==> src/design/qps_pkg.sv <==
// Shared constants for the quad pot serial front end
package qps_pkg;
  // ----------------------------------------
  // Geometry
  // ----------------------------------------
  localparam int NUM_POTS = 4;
  localparam int NUM_STORED = 4;
  localparam int TAPS = 256;
  // ----------------------------------------
  // Identification byte fields
  // ----------------------------------------
  localparam logic [3:0] TYPE_CODE = 4'hA; // Arbitrary value, not a real part code
  localparam int ID_TYPE_HI = 7;
  localparam int ID_TYPE_LO = 4;
  localparam int ID_SLOT_HI = 1;
  localparam int ID_SLOT_LO = 0;
  // ----------------------------------------
  // Instruction byte fields and operation codes
  // ----------------------------------------
  localparam int OP_HI = 7;
  localparam int OP_LO = 4;
  localparam int REG_HI = 3;
  localparam int REG_LO = 2;
  localparam int POT_HI = 1;
  localparam int POT_LO = 0;
  localparam logic [3:0] OP_RD_WIPER = 4'h9;
  localparam logic [3:0] OP_WR_WIPER = 4'hA;
  localparam logic [3:0] OP_RD_STORED = 4'hB;
  localparam logic [3:0] OP_WR_STORED = 4'hC;
  localparam logic [3:0] OP_XFR_S2W = 4'hD;
  localparam logic [3:0] OP_XFR_W2S = 4'hE;
  // ----------------------------------------
  // Reset values and timing
  // ----------------------------------------
  localparam logic [7:0] STORED_RESET = 8'h80;
  localparam int CLK_MHZ = 125;
  localparam int NV_WRITE_MS = 10;
  localparam int NV_WRITE_CYC = NV_WRITE_MS * 1000 * CLK_MHZ;
  localparam int SCK_HALF_CYC = 8;
endpackage

==> src/design/qps_link_if.sv <==
// Serial link between host and pot device
`timescale 1ns/1ps
interface qps_link_if;
  logic sck;
  logic csN;
  logic holdN;
  logic si;
  logic so;
  logic soOe;

  // Device drives only the serial output and its enable
  modport device (
    input sck,
    input csN,
    input holdN,
    input si,
    output so,
    output soOe
  );
  modport host (
    output sck,
    output csN,
    output holdN,
    output si,
    input so,
    input soOe
  );
endinterface

==> src/design/qps_device.sv <==
// Device end: serial slave front end of the quad pot
// Operation
// - Read data changes on serial clock fall
// - Serial input sampled on serial clock rise
// - Deselected device floats its serial output
// - Deselect means standby unless storing
// - Select low activates, ready for sequence
// - Nothing before first select falling edge
// - Pause freezes sequence, resumes after release
// - Host pauses only while clock low
// - Host resumes only while clock low
// - Unused pause input held high
// - Slot pins give address low bits
// - Mismatched slot address gets no response
// - At most four devices per bus
// - Each pot: wiper plus four stored
// - Wiper selects exactly one tap
// - Reset recalls stored zero into wiper
// - First byte after select is identification
// - Type code checked before continuing
// - Host sends zeros in spare bits
// - Second byte: opcode, register, pot
`timescale 1ns/1ps
module qps_device import qps_pkg::*; #(
  parameter int NV_WRITE_CYCLES = NV_WRITE_CYC
) (
  input wire logic clk,
  input wire logic reset,
  qps_link_if.device link,
  input wire logic [1:0] busSlotPins,
  output logic [NUM_POTS*8-1:0] wiperPos,
  output logic [NUM_POTS*TAPS-1:0] tapSel,
  output logic standby,
  output logic nvBusy
);
  localparam int BW = $clog2(NV_WRITE_CYCLES + 1);

  typedef enum {D_IDLE, D_ID, D_INSTR, D_WDATA, D_RDATA, D_DONE} qps_dev_e;

  // ----------------------------------------
  // Pin synchronisers
  // ----------------------------------------
  logic [5:0] syncQ;
  logic sSck, sSi, sCsN, sHoldN;
  logic [1:0] sSlot;

  qps_sync #(.W(6)) u_sync (
    .clk(clk),
    .reset(reset),
    .d({link.sck, link.si, link.csN, link.holdN, busSlotPins}),
    .q(syncQ)
  );
  assign {sSck, sSi, sCsN, sHoldN, sSlot} = syncQ;

  // ----------------------------------------
  // State
  // ----------------------------------------
  qps_dev_e state_reg, state_next;
  logic sckQ_reg, sckQ_next;
  logic csQ_reg, csQ_next;
  logic armed_reg, armed_next;
  logic recall_reg, recall_next;
  logic [2:0] bitCnt_reg, bitCnt_next;
  logic [7:0] shIn_reg, shIn_next;
  logic [7:0] shOut_reg, shOut_next;
  logic [3:0] op_reg, op_next;
  logic [3:0] sel_reg, sel_next;
  logic soOut_reg, soOut_next;
  logic [7:0] wiper_reg [NUM_POTS];
  logic [7:0] wiper_next [NUM_POTS];
  logic [7:0] stored_reg [NUM_POTS][NUM_STORED];
  logic [7:0] stored_next [NUM_POTS][NUM_STORED];
  logic pend_reg, pend_next;
  logic [1:0] pendPot_reg, pendPot_next;
  logic [1:0] pendIdx_reg, pendIdx_next;
  logic [7:0] pendData_reg, pendData_next;
  logic [BW-1:0] busy_reg, busy_next;
  logic sckRise, sckFall, csFall, csRise, active;
  logic [7:0] byteIn;
  logic [1:0] pot, idx;

  // Edge detection on second synchroniser stage only
  assign sckRise = sSck & ~sckQ_reg;
  assign sckFall = ~sSck & sckQ_reg;
  assign csFall = ~sCsN & csQ_reg;
  assign csRise = sCsN & ~csQ_reg;
  assign active = armed_reg & ~sCsN & sHoldN;
  assign byteIn = {shIn_reg[6:0], sSi};
  assign pot = sel_reg[POT_HI:POT_LO];
  assign idx = sel_reg[REG_HI:REG_LO];

  // ----------------------------------------
  // Sequence and register next-state
  // ----------------------------------------
  always_comb begin
    state_next = state_reg;
    sckQ_next = sSck;
    csQ_next = sCsN;
    armed_next = armed_reg;
    recall_next = 1'b1;
    bitCnt_next = bitCnt_reg;
    shIn_next = shIn_reg;
    shOut_next = shOut_reg;
    op_next = op_reg;
    sel_next = sel_reg;
    soOut_next = soOut_reg;
    wiper_next = wiper_reg;
    stored_next = stored_reg;
    pend_next = pend_reg;
    pendPot_next = pendPot_reg;
    pendIdx_next = pendIdx_reg;
    pendData_next = pendData_reg;
    busy_next = (busy_reg != '0) ? busy_reg - 1'b1 : busy_reg;
    // Recall runs once after reset release, from live stored values
    if (!recall_reg) begin
      for (int p = 0; p < NUM_POTS; p++) begin
        wiper_next[p] = stored_reg[p][0];
      end
    end
    if (csFall) begin
      armed_next = 1'b1;
    end
    if (sCsN) begin
      // Abort any partial sequence; commit a finished store
      state_next = D_IDLE;
      if (csRise && pend_reg) begin
        stored_next[pendPot_reg][pendIdx_reg] = pendData_reg;
        pend_next = 1'b0;
        busy_next = BW'(NV_WRITE_CYCLES - 1);
      end
    end else if (csFall) begin
      // Busy device ignores the whole new sequence
      state_next = (busy_reg == '0) ? D_ID : D_DONE;
      bitCnt_next = '0;
    end else if (active && state_reg != D_IDLE) begin
      if (sckRise && (state_reg == D_ID || state_reg == D_INSTR ||
          state_reg == D_WDATA)) begin
        shIn_next = byteIn;
        bitCnt_next = bitCnt_reg + 3'h1;
        if (bitCnt_reg == 3'h7) begin
          case (state_reg)
            D_ID: begin
              if (byteIn[ID_TYPE_HI:ID_TYPE_LO] == TYPE_CODE &&
                  byteIn[ID_SLOT_HI:ID_SLOT_LO] == sSlot) begin
                state_next = D_INSTR;
              end else begin
                state_next = D_DONE;
              end
            end
            D_INSTR: begin
              op_next = byteIn[OP_HI:OP_LO];
              sel_next = byteIn[REG_HI:POT_LO];
              state_next = D_DONE;
              case (byteIn[OP_HI:OP_LO])
                OP_RD_WIPER: begin
                  shOut_next = wiper_reg[byteIn[POT_HI:POT_LO]];
                  state_next = D_RDATA;
                end
                OP_RD_STORED: begin
                  shOut_next = stored_reg[byteIn[POT_HI:POT_LO]][byteIn[REG_HI:REG_LO]];
                  state_next = D_RDATA;
                end
                OP_WR_WIPER, OP_WR_STORED: begin
                  state_next = D_WDATA;
                end
                OP_XFR_S2W: begin
                  wiper_next[byteIn[POT_HI:POT_LO]] =
                    stored_reg[byteIn[POT_HI:POT_LO]][byteIn[REG_HI:REG_LO]];
                end
                OP_XFR_W2S: begin
                  pend_next = 1'b1;
                  pendPot_next = byteIn[POT_HI:POT_LO];
                  pendIdx_next = byteIn[REG_HI:REG_LO];
                  pendData_next = wiper_reg[byteIn[POT_HI:POT_LO]];
                end
                default: begin
                  state_next = D_DONE;
                end
              endcase
            end
            D_WDATA: begin
              state_next = D_DONE;
              if (op_reg == OP_WR_WIPER) begin
                wiper_next[pot] = byteIn;
              end else begin
                pend_next = 1'b1; // Stored only when select rises
                pendPot_next = pot;
                pendIdx_next = idx;
                pendData_next = byteIn;
              end
            end
            default: begin
              state_next = D_DONE;
            end
          endcase
        end
      end
      if (sckFall && state_reg == D_RDATA) begin
        soOut_next = shOut_reg[7];
        shOut_next = {shOut_reg[6:0], 1'b0};
      end
    end
  end

  // ----------------------------------------
  // Registers
  // ----------------------------------------
  always_ff @(posedge clk or posedge reset) begin
    if (reset) begin
      state_reg <= D_IDLE;
      sckQ_reg <= 1'b0;
      // Matches the synchroniser's reset output, so no false select edge
      csQ_reg <= 1'b0;
      armed_reg <= 1'b0;
      recall_reg <= 1'b0;
      bitCnt_reg <= '0;
      shIn_reg <= '0;
      shOut_reg <= '0;
      op_reg <= '0;
      sel_reg <= '0;
      soOut_reg <= 1'b0;
      pend_reg <= 1'b0;
      pendPot_reg <= '0;
      pendIdx_reg <= '0;
      pendData_reg <= '0;
      busy_reg <= '0;
      for (int p = 0; p < NUM_POTS; p++) begin
        wiper_reg[p] <= '0;
        for (int r = 0; r < NUM_STORED; r++) begin
          stored_reg[p][r] <= STORED_RESET;
        end
      end
    end else begin
      state_reg <= state_next;
      sckQ_reg <= sckQ_next;
      csQ_reg <= csQ_next;
      armed_reg <= armed_next;
      recall_reg <= recall_next;
      bitCnt_reg <= bitCnt_next;
      shIn_reg <= shIn_next;
      shOut_reg <= shOut_next;
      op_reg <= op_next;
      sel_reg <= sel_next;
      soOut_reg <= soOut_next;
      pend_reg <= pend_next;
      pendPot_reg <= pendPot_next;
      pendIdx_reg <= pendIdx_next;
      pendData_reg <= pendData_next;
      busy_reg <= busy_next;
      wiper_reg <= wiper_next;
      stored_reg <= stored_next;
    end
  end

  // ----------------------------------------
  // Outputs and tap decode
  // ----------------------------------------
  assign link.so = soOut_reg;
  assign link.soOe = (state_reg == D_RDATA) & ~sCsN & sHoldN;
  assign nvBusy = (busy_reg != '0);
  assign standby = sCsN & ~nvBusy & ~pend_reg;

  for (genvar p = 0; p < NUM_POTS; p++) begin : g_pot
    assign wiperPos[p*8 +: 8] = wiper_reg[p];
    for (genvar t = 0; t < TAPS; t++) begin : g_tap
      assign tapSel[p*TAPS + t] = (wiper_reg[p] == 8'(t));
    end
  end
endmodule

==> src/design/qps_sync.sv <==
// Two-flop synchroniser for pin inputs
`timescale 1ns/1ps
module qps_sync #(
  parameter int W = 1
) (
  input wire logic clk,
  input wire logic reset,
  input wire logic [W-1:0] d,
  output logic [W-1:0] q
);
  logic [W-1:0] meta_reg;
  logic [W-1:0] meta_next;
  logic [W-1:0] q_next;

  // ----------------------------------------
  // Stages; first stage feeds only the second
  // ----------------------------------------
  always_comb begin
    meta_next = d;
    q_next = meta_reg;
  end

  always_ff @(posedge clk or posedge reset) begin
    if (reset) begin
      meta_reg <= '0;
      q <= '0;
    end else begin
      meta_reg <= meta_next;
      q <= q_next;
    end
  end
endmodule

==> src/flat_wrapper.sv <==
// flat-port wrapper written by rule: the top's interface ports become plain ports
module qps_device_flat import qps_pkg::*;
#(
  parameter int NV_WRITE_CYCLES = NV_WRITE_CYC
)
  (clk, reset, busSlotPins, wiperPos, tapSel, standby, nvBusy, link_sck, link_csN, link_holdN, link_si, link_so, link_soOe);
  qps_link_if link_i ();
  input wire logic clk;
  input wire logic reset;
  input wire logic [1:0] busSlotPins;
  output logic [NUM_POTS*8-1:0] wiperPos;
  output logic [NUM_POTS*TAPS-1:0] tapSel;
  output logic standby;
  output logic nvBusy;
  input wire logic [$bits(link_i.sck)-1:0] link_sck;
  input wire logic [$bits(link_i.csN)-1:0] link_csN;
  input wire logic [$bits(link_i.holdN)-1:0] link_holdN;
  input wire logic [$bits(link_i.si)-1:0] link_si;
  output wire logic [$bits(link_i.so)-1:0] link_so;
  output wire logic [$bits(link_i.soOe)-1:0] link_soOe;
  assign link_i.sck = link_sck;
  assign link_i.csN = link_csN;
  assign link_i.holdN = link_holdN;
  assign link_i.si = link_si;
  assign link_so = link_i.so;
  assign link_soOe = link_i.soOe;
  qps_device #(.NV_WRITE_CYCLES(NV_WRITE_CYCLES)) u_core (.clk(clk), .reset(reset), .link(link_i), .busSlotPins(busSlotPins), .wiperPos(wiperPos), .tapSel(tapSel), .standby(standby), .nvBusy(nvBusy));
endmodule
==> config.mk <==
export PLATFORM = sky130hd
export DESIGN_NAME = qps_device_flat
export DESIGN_NICKNAME = d
export VERILOG_FILES = /design/src/design/qps_pkg.sv /design/src/design/qps_link_if.sv /design/src/design/qps_device.sv /design/src/design/qps_sync.sv /design/src/flat_wrapper.sv
export SDC_FILE = /design/constraint.sdc
export NUM_CORES = 1
export LEC_CHECK = 0
export BUFFER_PORTS_ARGS = -buffer_cell sky130_fd_sc_hd__buf_4
export CORE_AREA = 2 2 422 424
export CTS_BUF_LIST = sky130_fd_sc_hd__clkbuf_8
export DETAILED_ROUTE_END_ITERATION = 7
export DIE_AREA = 0 0 424 426
export HOLD_SLACK_MARGIN = 0.12
export PLACE_DENSITY = 0.35
export SYNTH_ARGS = -nofsm -noshare
export SYNTH_HDL_FRONTEND = slang
export SYNTH_SLANG_ARGS = --single-unit
==> constraint.sdc <==
create_clock -name clk -period 21.2 [get_ports clk]
set_input_delay 3.18 -clock clk [delete_from_list [all_inputs] [get_ports clk]]
set_output_delay 3.18 -clock clk [all_outputs]
set_load 0.1 [all_outputs]
## Yosys cells after proc, flatten, opt, wreduce, memory -nomap -nowiden

Cells that the tools add are included.

| cells by class | value |
|---|---|
| equality and inequality tests | 1042 |
| bitwise logic cells | 22 |
| add/sub/neg operators | 2 |
| order comparisons | 9 |
| muxes and demuxes | 67 |
| reduce and logical (&&, ||, !) cells | 43 |

Operator list:

| kind | number |
|---|---|
| == test 8 bit, second input constant | 512 |
| == test 8 x 7 -> 1 bit, second input constant | 256 |
| == test 8 x 6 -> 1 bit, second input constant | 128 |
| == test 8 x 5 -> 1 bit, second input constant | 64 |
| 2-to-1 mux 32 bit | 16 |
| == test 8 x 4 -> 1 bit, second input constant | 32 |
| bitwise mux 128 bit | 1 |
| == test 8 x 3 -> 1 bit, second input constant | 16 |
| one-hot mux 32 bit (2 select lines) | 2 |
| 2-to-1 mux 8 bit | 13 |
| == test 32 x 2 -> 1 bit, second input constant | 3 |
| binary-select mux 32 bit (select 2 bit) | 1 |
| bitwise mux 32 bit | 2 |
| demux 32 bit (select 2 bit) | 1 |
| == test 32 x 3 -> 1 bit, second input constant | 2 |
| == test 8 x 2 -> 1 bit, second input constant | 8 |
| 2-to-1 mux 21 bit | 3 |
| demux 8 bit (select 2 bit) | 3 |
| binary-select mux 8 bit (select 2 bit) | 2 |
| == test 32 x 1 -> 1 bit, second input constant | 1 |
| == test 32 x 4 -> 1 bit, second input constant | 1 |
| == test 8 x 1 -> 1 bit, second input constant | 4 |
| zero test 8 bit | 4 |
| one-hot mux 8 bit (2 select lines) | 2 |
| 34 further kinds | 108 |

| storage, ports and cells | value |
|---|---|
| word-level logic and storage cells | 1223 |
| bits of input ports | 8 |
| flip-flop bits (word level) | 269 |
| output and inout port bits | 1060 |

## Logic depth before layout (Yosys ltp)

| logic depth | value |
|---|---|
| word-level depth | 15 |
| depth in mapped cells | 9 |
| depth with buffers taken out | 7 |

## Hierarchy

A second synthesis with hierarchy kept.

| second synthesis, totals | value |
|---|---|
| cell total of the unflattened synthesis | 2382 |
| area, all modules | 17598.1 sq um |

By module, submodules not included:

| module | area an instance (sq um) | cells each | times used | sequential area each (sq um) |
|---|---|---|---|---|
| qps_device | 17294.1 | 2369 | 1 | 5725.5 |
| qps_sync | 304.0 | 13 | 1 | 300.3 |

## Least setup slack after synthesis

Ideal clock, no wire load.

| timing path | value |
|---|---|
| path kind | reg-to-output |
| start point | reg u_core.busy_reg[6] |
| end point | out standby |
| required time | 18.020 ns |
| cell stages (with the launch flop) | 6 |
| path buffers | 1 |
| arrival | 4.486 ns |
| path slack | 13.534 ns |
| path through | dfrtp_1 > nor4_1 > and4_1 > clkbuf_1 > nand2_1 > nor3b_1 |

| on the way | value |
|---|---|
| longest elaborated chain between the ends | 4 |

RTL lines:

| what | RTL line | source |
|---|---|---|
| start: declaration | qps_device.sv:77 | `logic [BW-1:0] busy_reg, busy_next;` |
| start signal: assignment | qps_device.sv:249 | `busy_reg <= busy_next;` |
| nonzero test 21 bit | qps_device.sv:260 | `assign nvBusy = (busy_reg != '0);` |
| named net nvBusy | flat_wrapper.sv:14 | `output logic nvBusy;` |
| NOT 1 bit | qps_device.sv:261 | `assign standby = sCsN & ~nvBusy & ~pend_reg;` |
| AND 1 bit (2 in series) | qps_device.sv:261 |  |
| end: declaration | flat_wrapper.sv:13 | `output logic standby;` |

The timed path passes the listed nets, and every way through them passes these cells.

## Worst setup path after layout

| timing path | value |
|---|---|
| start point | reg u_core.wiper_reg (netlist bit u_core.wiperPos[6]) |
| end point | out tapSel[84] |

| on the way | value |
|---|---|
| longest elaborated chain between the ends | 1 |

RTL lines:

| what | RTL line | source |
|---|---|---|
| start: declaration | qps_device.sv:69 | `logic [7:0] wiper_reg [NUM_POTS];` |
| start signal: assignment | qps_device.sv:250 | `wiper_reg <= wiper_next;` |
| == test 8 x 7 -> 1 bit | qps_device.sv:266 | `assign tapSel[p*TAPS + t] = (wiper_reg[p] == 8'(t));` |
| end: declaration | flat_wrapper.sv:12 | `output logic [NUM_POTS*TAPS-1:0] tapSel;` |

Every way passes these cells.

==> flow_metrics.tcl <==
set metrics [dict create \
    outcome "complete, no violations" \
    grt_start_max_net_pins 69 \
    crit_path_start_kind "register" \
    slowest_stage "dfrtp_1" \
    cts.htree.levels 2 \
    vias 21050 \
    clockBufferDepth 3 \
    slew_headroom_pct 17.39 \
    critPathTopFamily "simple AND/OR/NAND/NOR gates" \
    gp_congestion 0.8046 \
    die_h_um 426 \
    root_buffer "clkbuf_8" \
    grt_pass1_vias 20010 \
    gr-total-overflow 0 \
    fin_setup_tns_ns 0 \
    final_util_pct 16.34 \
    gr-usage-all-layers_pct 13.35 \
    nets 3291 \
    synth_edf_count 0 \
    clock_skew_ns 0.03786 \
    drcViolationCount 0 \
    synth_cell_types 71 \
    cp_num_buf_inv 1 \
    syn-num-nets 2345 \
    tightest_slew_ns 1.236 \
    synthToLayoutAreaGrowth_pct 65.30 \
    cts_hold_buf 0 \
    syn_inst 2334 \
    design_area_um2 28710 \
    end_kind "output pin" \
    ir_drop_v 0.00003314 \
    min-delay-start "u_core.u_sync.meta_reg[5]" \
    min_period_ns 6.522 \
    die_x_um 424 \
    drive_above_1_share_pct 42.54 \
    row_count 154 \
    dp_cells 5574 \
    grt_pass1_wl_um 172300 \
    worstPathCellList "nor2b_1, nand2_1, nor2_1, buf_4" \
    final_common_cell "buf_4" \
    setup_violations 0 \
    clk_pin_slew_worst_paths_ns 0.06 \
    slowest_delay_ns 0.92 \
    first_pass_iters 5 \
    drv_cap 0 \
    core_um2 175700 \
    cts_tree "built" \
    hold_violations 0 \
    hp-class "register to register" \
    ys_seq_area_share_pct 34.69 \
    antenna_found_initial 4 \
    io_pins 1068 \
    synth_seq_cells 240 \
    slew_violations 0 \
    portBuffers 1067 \
    cts_made_buffers 44 \
    required_ns 18.02 \
    period_share_pct 30.76 \
    path_class "register to output pin" \
    place_area_um2 27860 \
    synth_area_um2 17370 \
    synth_flop_cell "dfrtp_1" \
    path_max_fanout 16 \
    clk_latency_ns 0.62 \
    arrival_ns 3.34 \
    drtAntennaViolNets 0 \
    syn_avg_cell_area_um2 7.442 \
    initial_core_util_pct 9.884 \
    layoutNonFillerInstCount 5653 \
    avgRoutedWirePerCell_um 22.88 \
    power.density_nw_per_um2 32.89 \
    rsz0062_at_grt "false" \
    post_cts_buffers 0 \
    r2r_start "u_core.u_sync.q[4]" \
    leakage_nw 12.92 \
    synthArstFlopShare_pct 100.0 \
    dp_hpwl_um 99550 \
    ys_warn_count 0 \
    cp-startpoint "u_core.wiperPos[6]" \
    via_per_inst 3.723 \
    die_area_um2 180600 \
    fmax_ghz 0.1533 \
    largest_reg_flops 128 \
    drt-initial-drc-count 1287 \
    final_cell_mix "buf_4 (1119), nor2_1 (1086), dfrtp_1 (222)" \
    cts_sinks 240 \
    wl_um 129300 \
    cts_resized 0 \
]
final timing paths:
check | end | slack, ns | depth (start not counted)
setup / recovery | tapSel[84] | 14.68 | 4
hold / removal | u_core.u_sync.q[5] | 0.35 | 0
setup reg to reg | u_core.shOut_reg[1] | 17.42 | 6
hold reg to reg | u_core.u_sync.q[5] | 0.35 | 0
max in group asynchronous | u_core.stored_reg[10] | 16.48 | 4
min in group asynchronous | u_core.u_sync.meta_reg[4] | 2.63 | 2
worst reg2reg max path: stages, from the launching register on:
cell and delay (ns):
dfrtp_2 0.78, buf_4 0.77, mux4_2 0.66, a22o_1 0.21, a221oi_1 0.91, and3_1 0.28, nor3_1 0.05
area by class of cell:
class | instances | area, um^2
tap | 2340 | 2928
multi-input combinational | 1861 | 10450
sequential | 240 | 6031
clock inverter | 26 | 128.9
timing repair buffer | 1119 | 8401
antenna | 1 | 2.502
fill | 20100 | 147000
clock buffer | 52 | 715.7
inverter | 14 | 60.06
cell families (layout without fill, tap and decap cells):
group	Yosys count	after routing	synth area share, %
and+or+nand+nor	1456	1456	34.94
muxes	246	246	18.32
DFF	240	240	34.69
buffers and inverters	233	1211	5.251
AOI/OAI and AO/OA	140	140	5.799
xor gates and xnor gates	15	15	0.7563
adders and majority gates	3	3	0.2161
other	1	2	0.02159
through the flow:
step	total power (W)	hold slack, ns	setup WS (ns)
floorplan	0.0004998	0.3312	11.46
global placement	0.0005145	0.3360	15.28
detailed placement	0.0005143	0.3373	15.28
CTS	0.0009625	0.3499	14.62
global route	0.0009836	0.3564	14.47
finish	0.0009444	0.3478	14.68
Yosys cell counts (all sizes together), types with 16 or more instances:
cell,instances,area share (%)
nor2,1089,24
nand2,134,2.9
nor2b,44,1.6
nand3,59,1.7
nand2b,16,0.58
dfrtp,224,32
mux2i,31,1.8
dfstp,16,2.4
o21ai,51,1.5
o22a,17,0.86
mux2,175,11
buf,22,0.69
nor3,31,0.95
clkbuf,197,4.3
mux4,40,5.2
routing by layer:
layer | up-vias | global-route usage (%) | part of all wire [%] | wire [um]
li1 | 9538 | - | - | -
met1 | 10580 | 16.30 | 41 | 53330
met2 | 802 | 24.47 | 52 | 66860
met3 | 128 | 2.238 | 5.4 | 6936
met4 | 0 | 2.509 | 1.7 | 2194
met5 | - | 0 | 0 | 0
power by group:
| part | switching (W) | leakage, nW | internal [W] |
|---|---|---|---|
| clock | 0.000215 | 0.506 | 0.000224 |
| sequential | 0.00000432 | 3.25 | 0.000462 |
| combinational | 0.0000274 | 9.17 | 0.0000108 |
(Power assumes the default switching activity.)
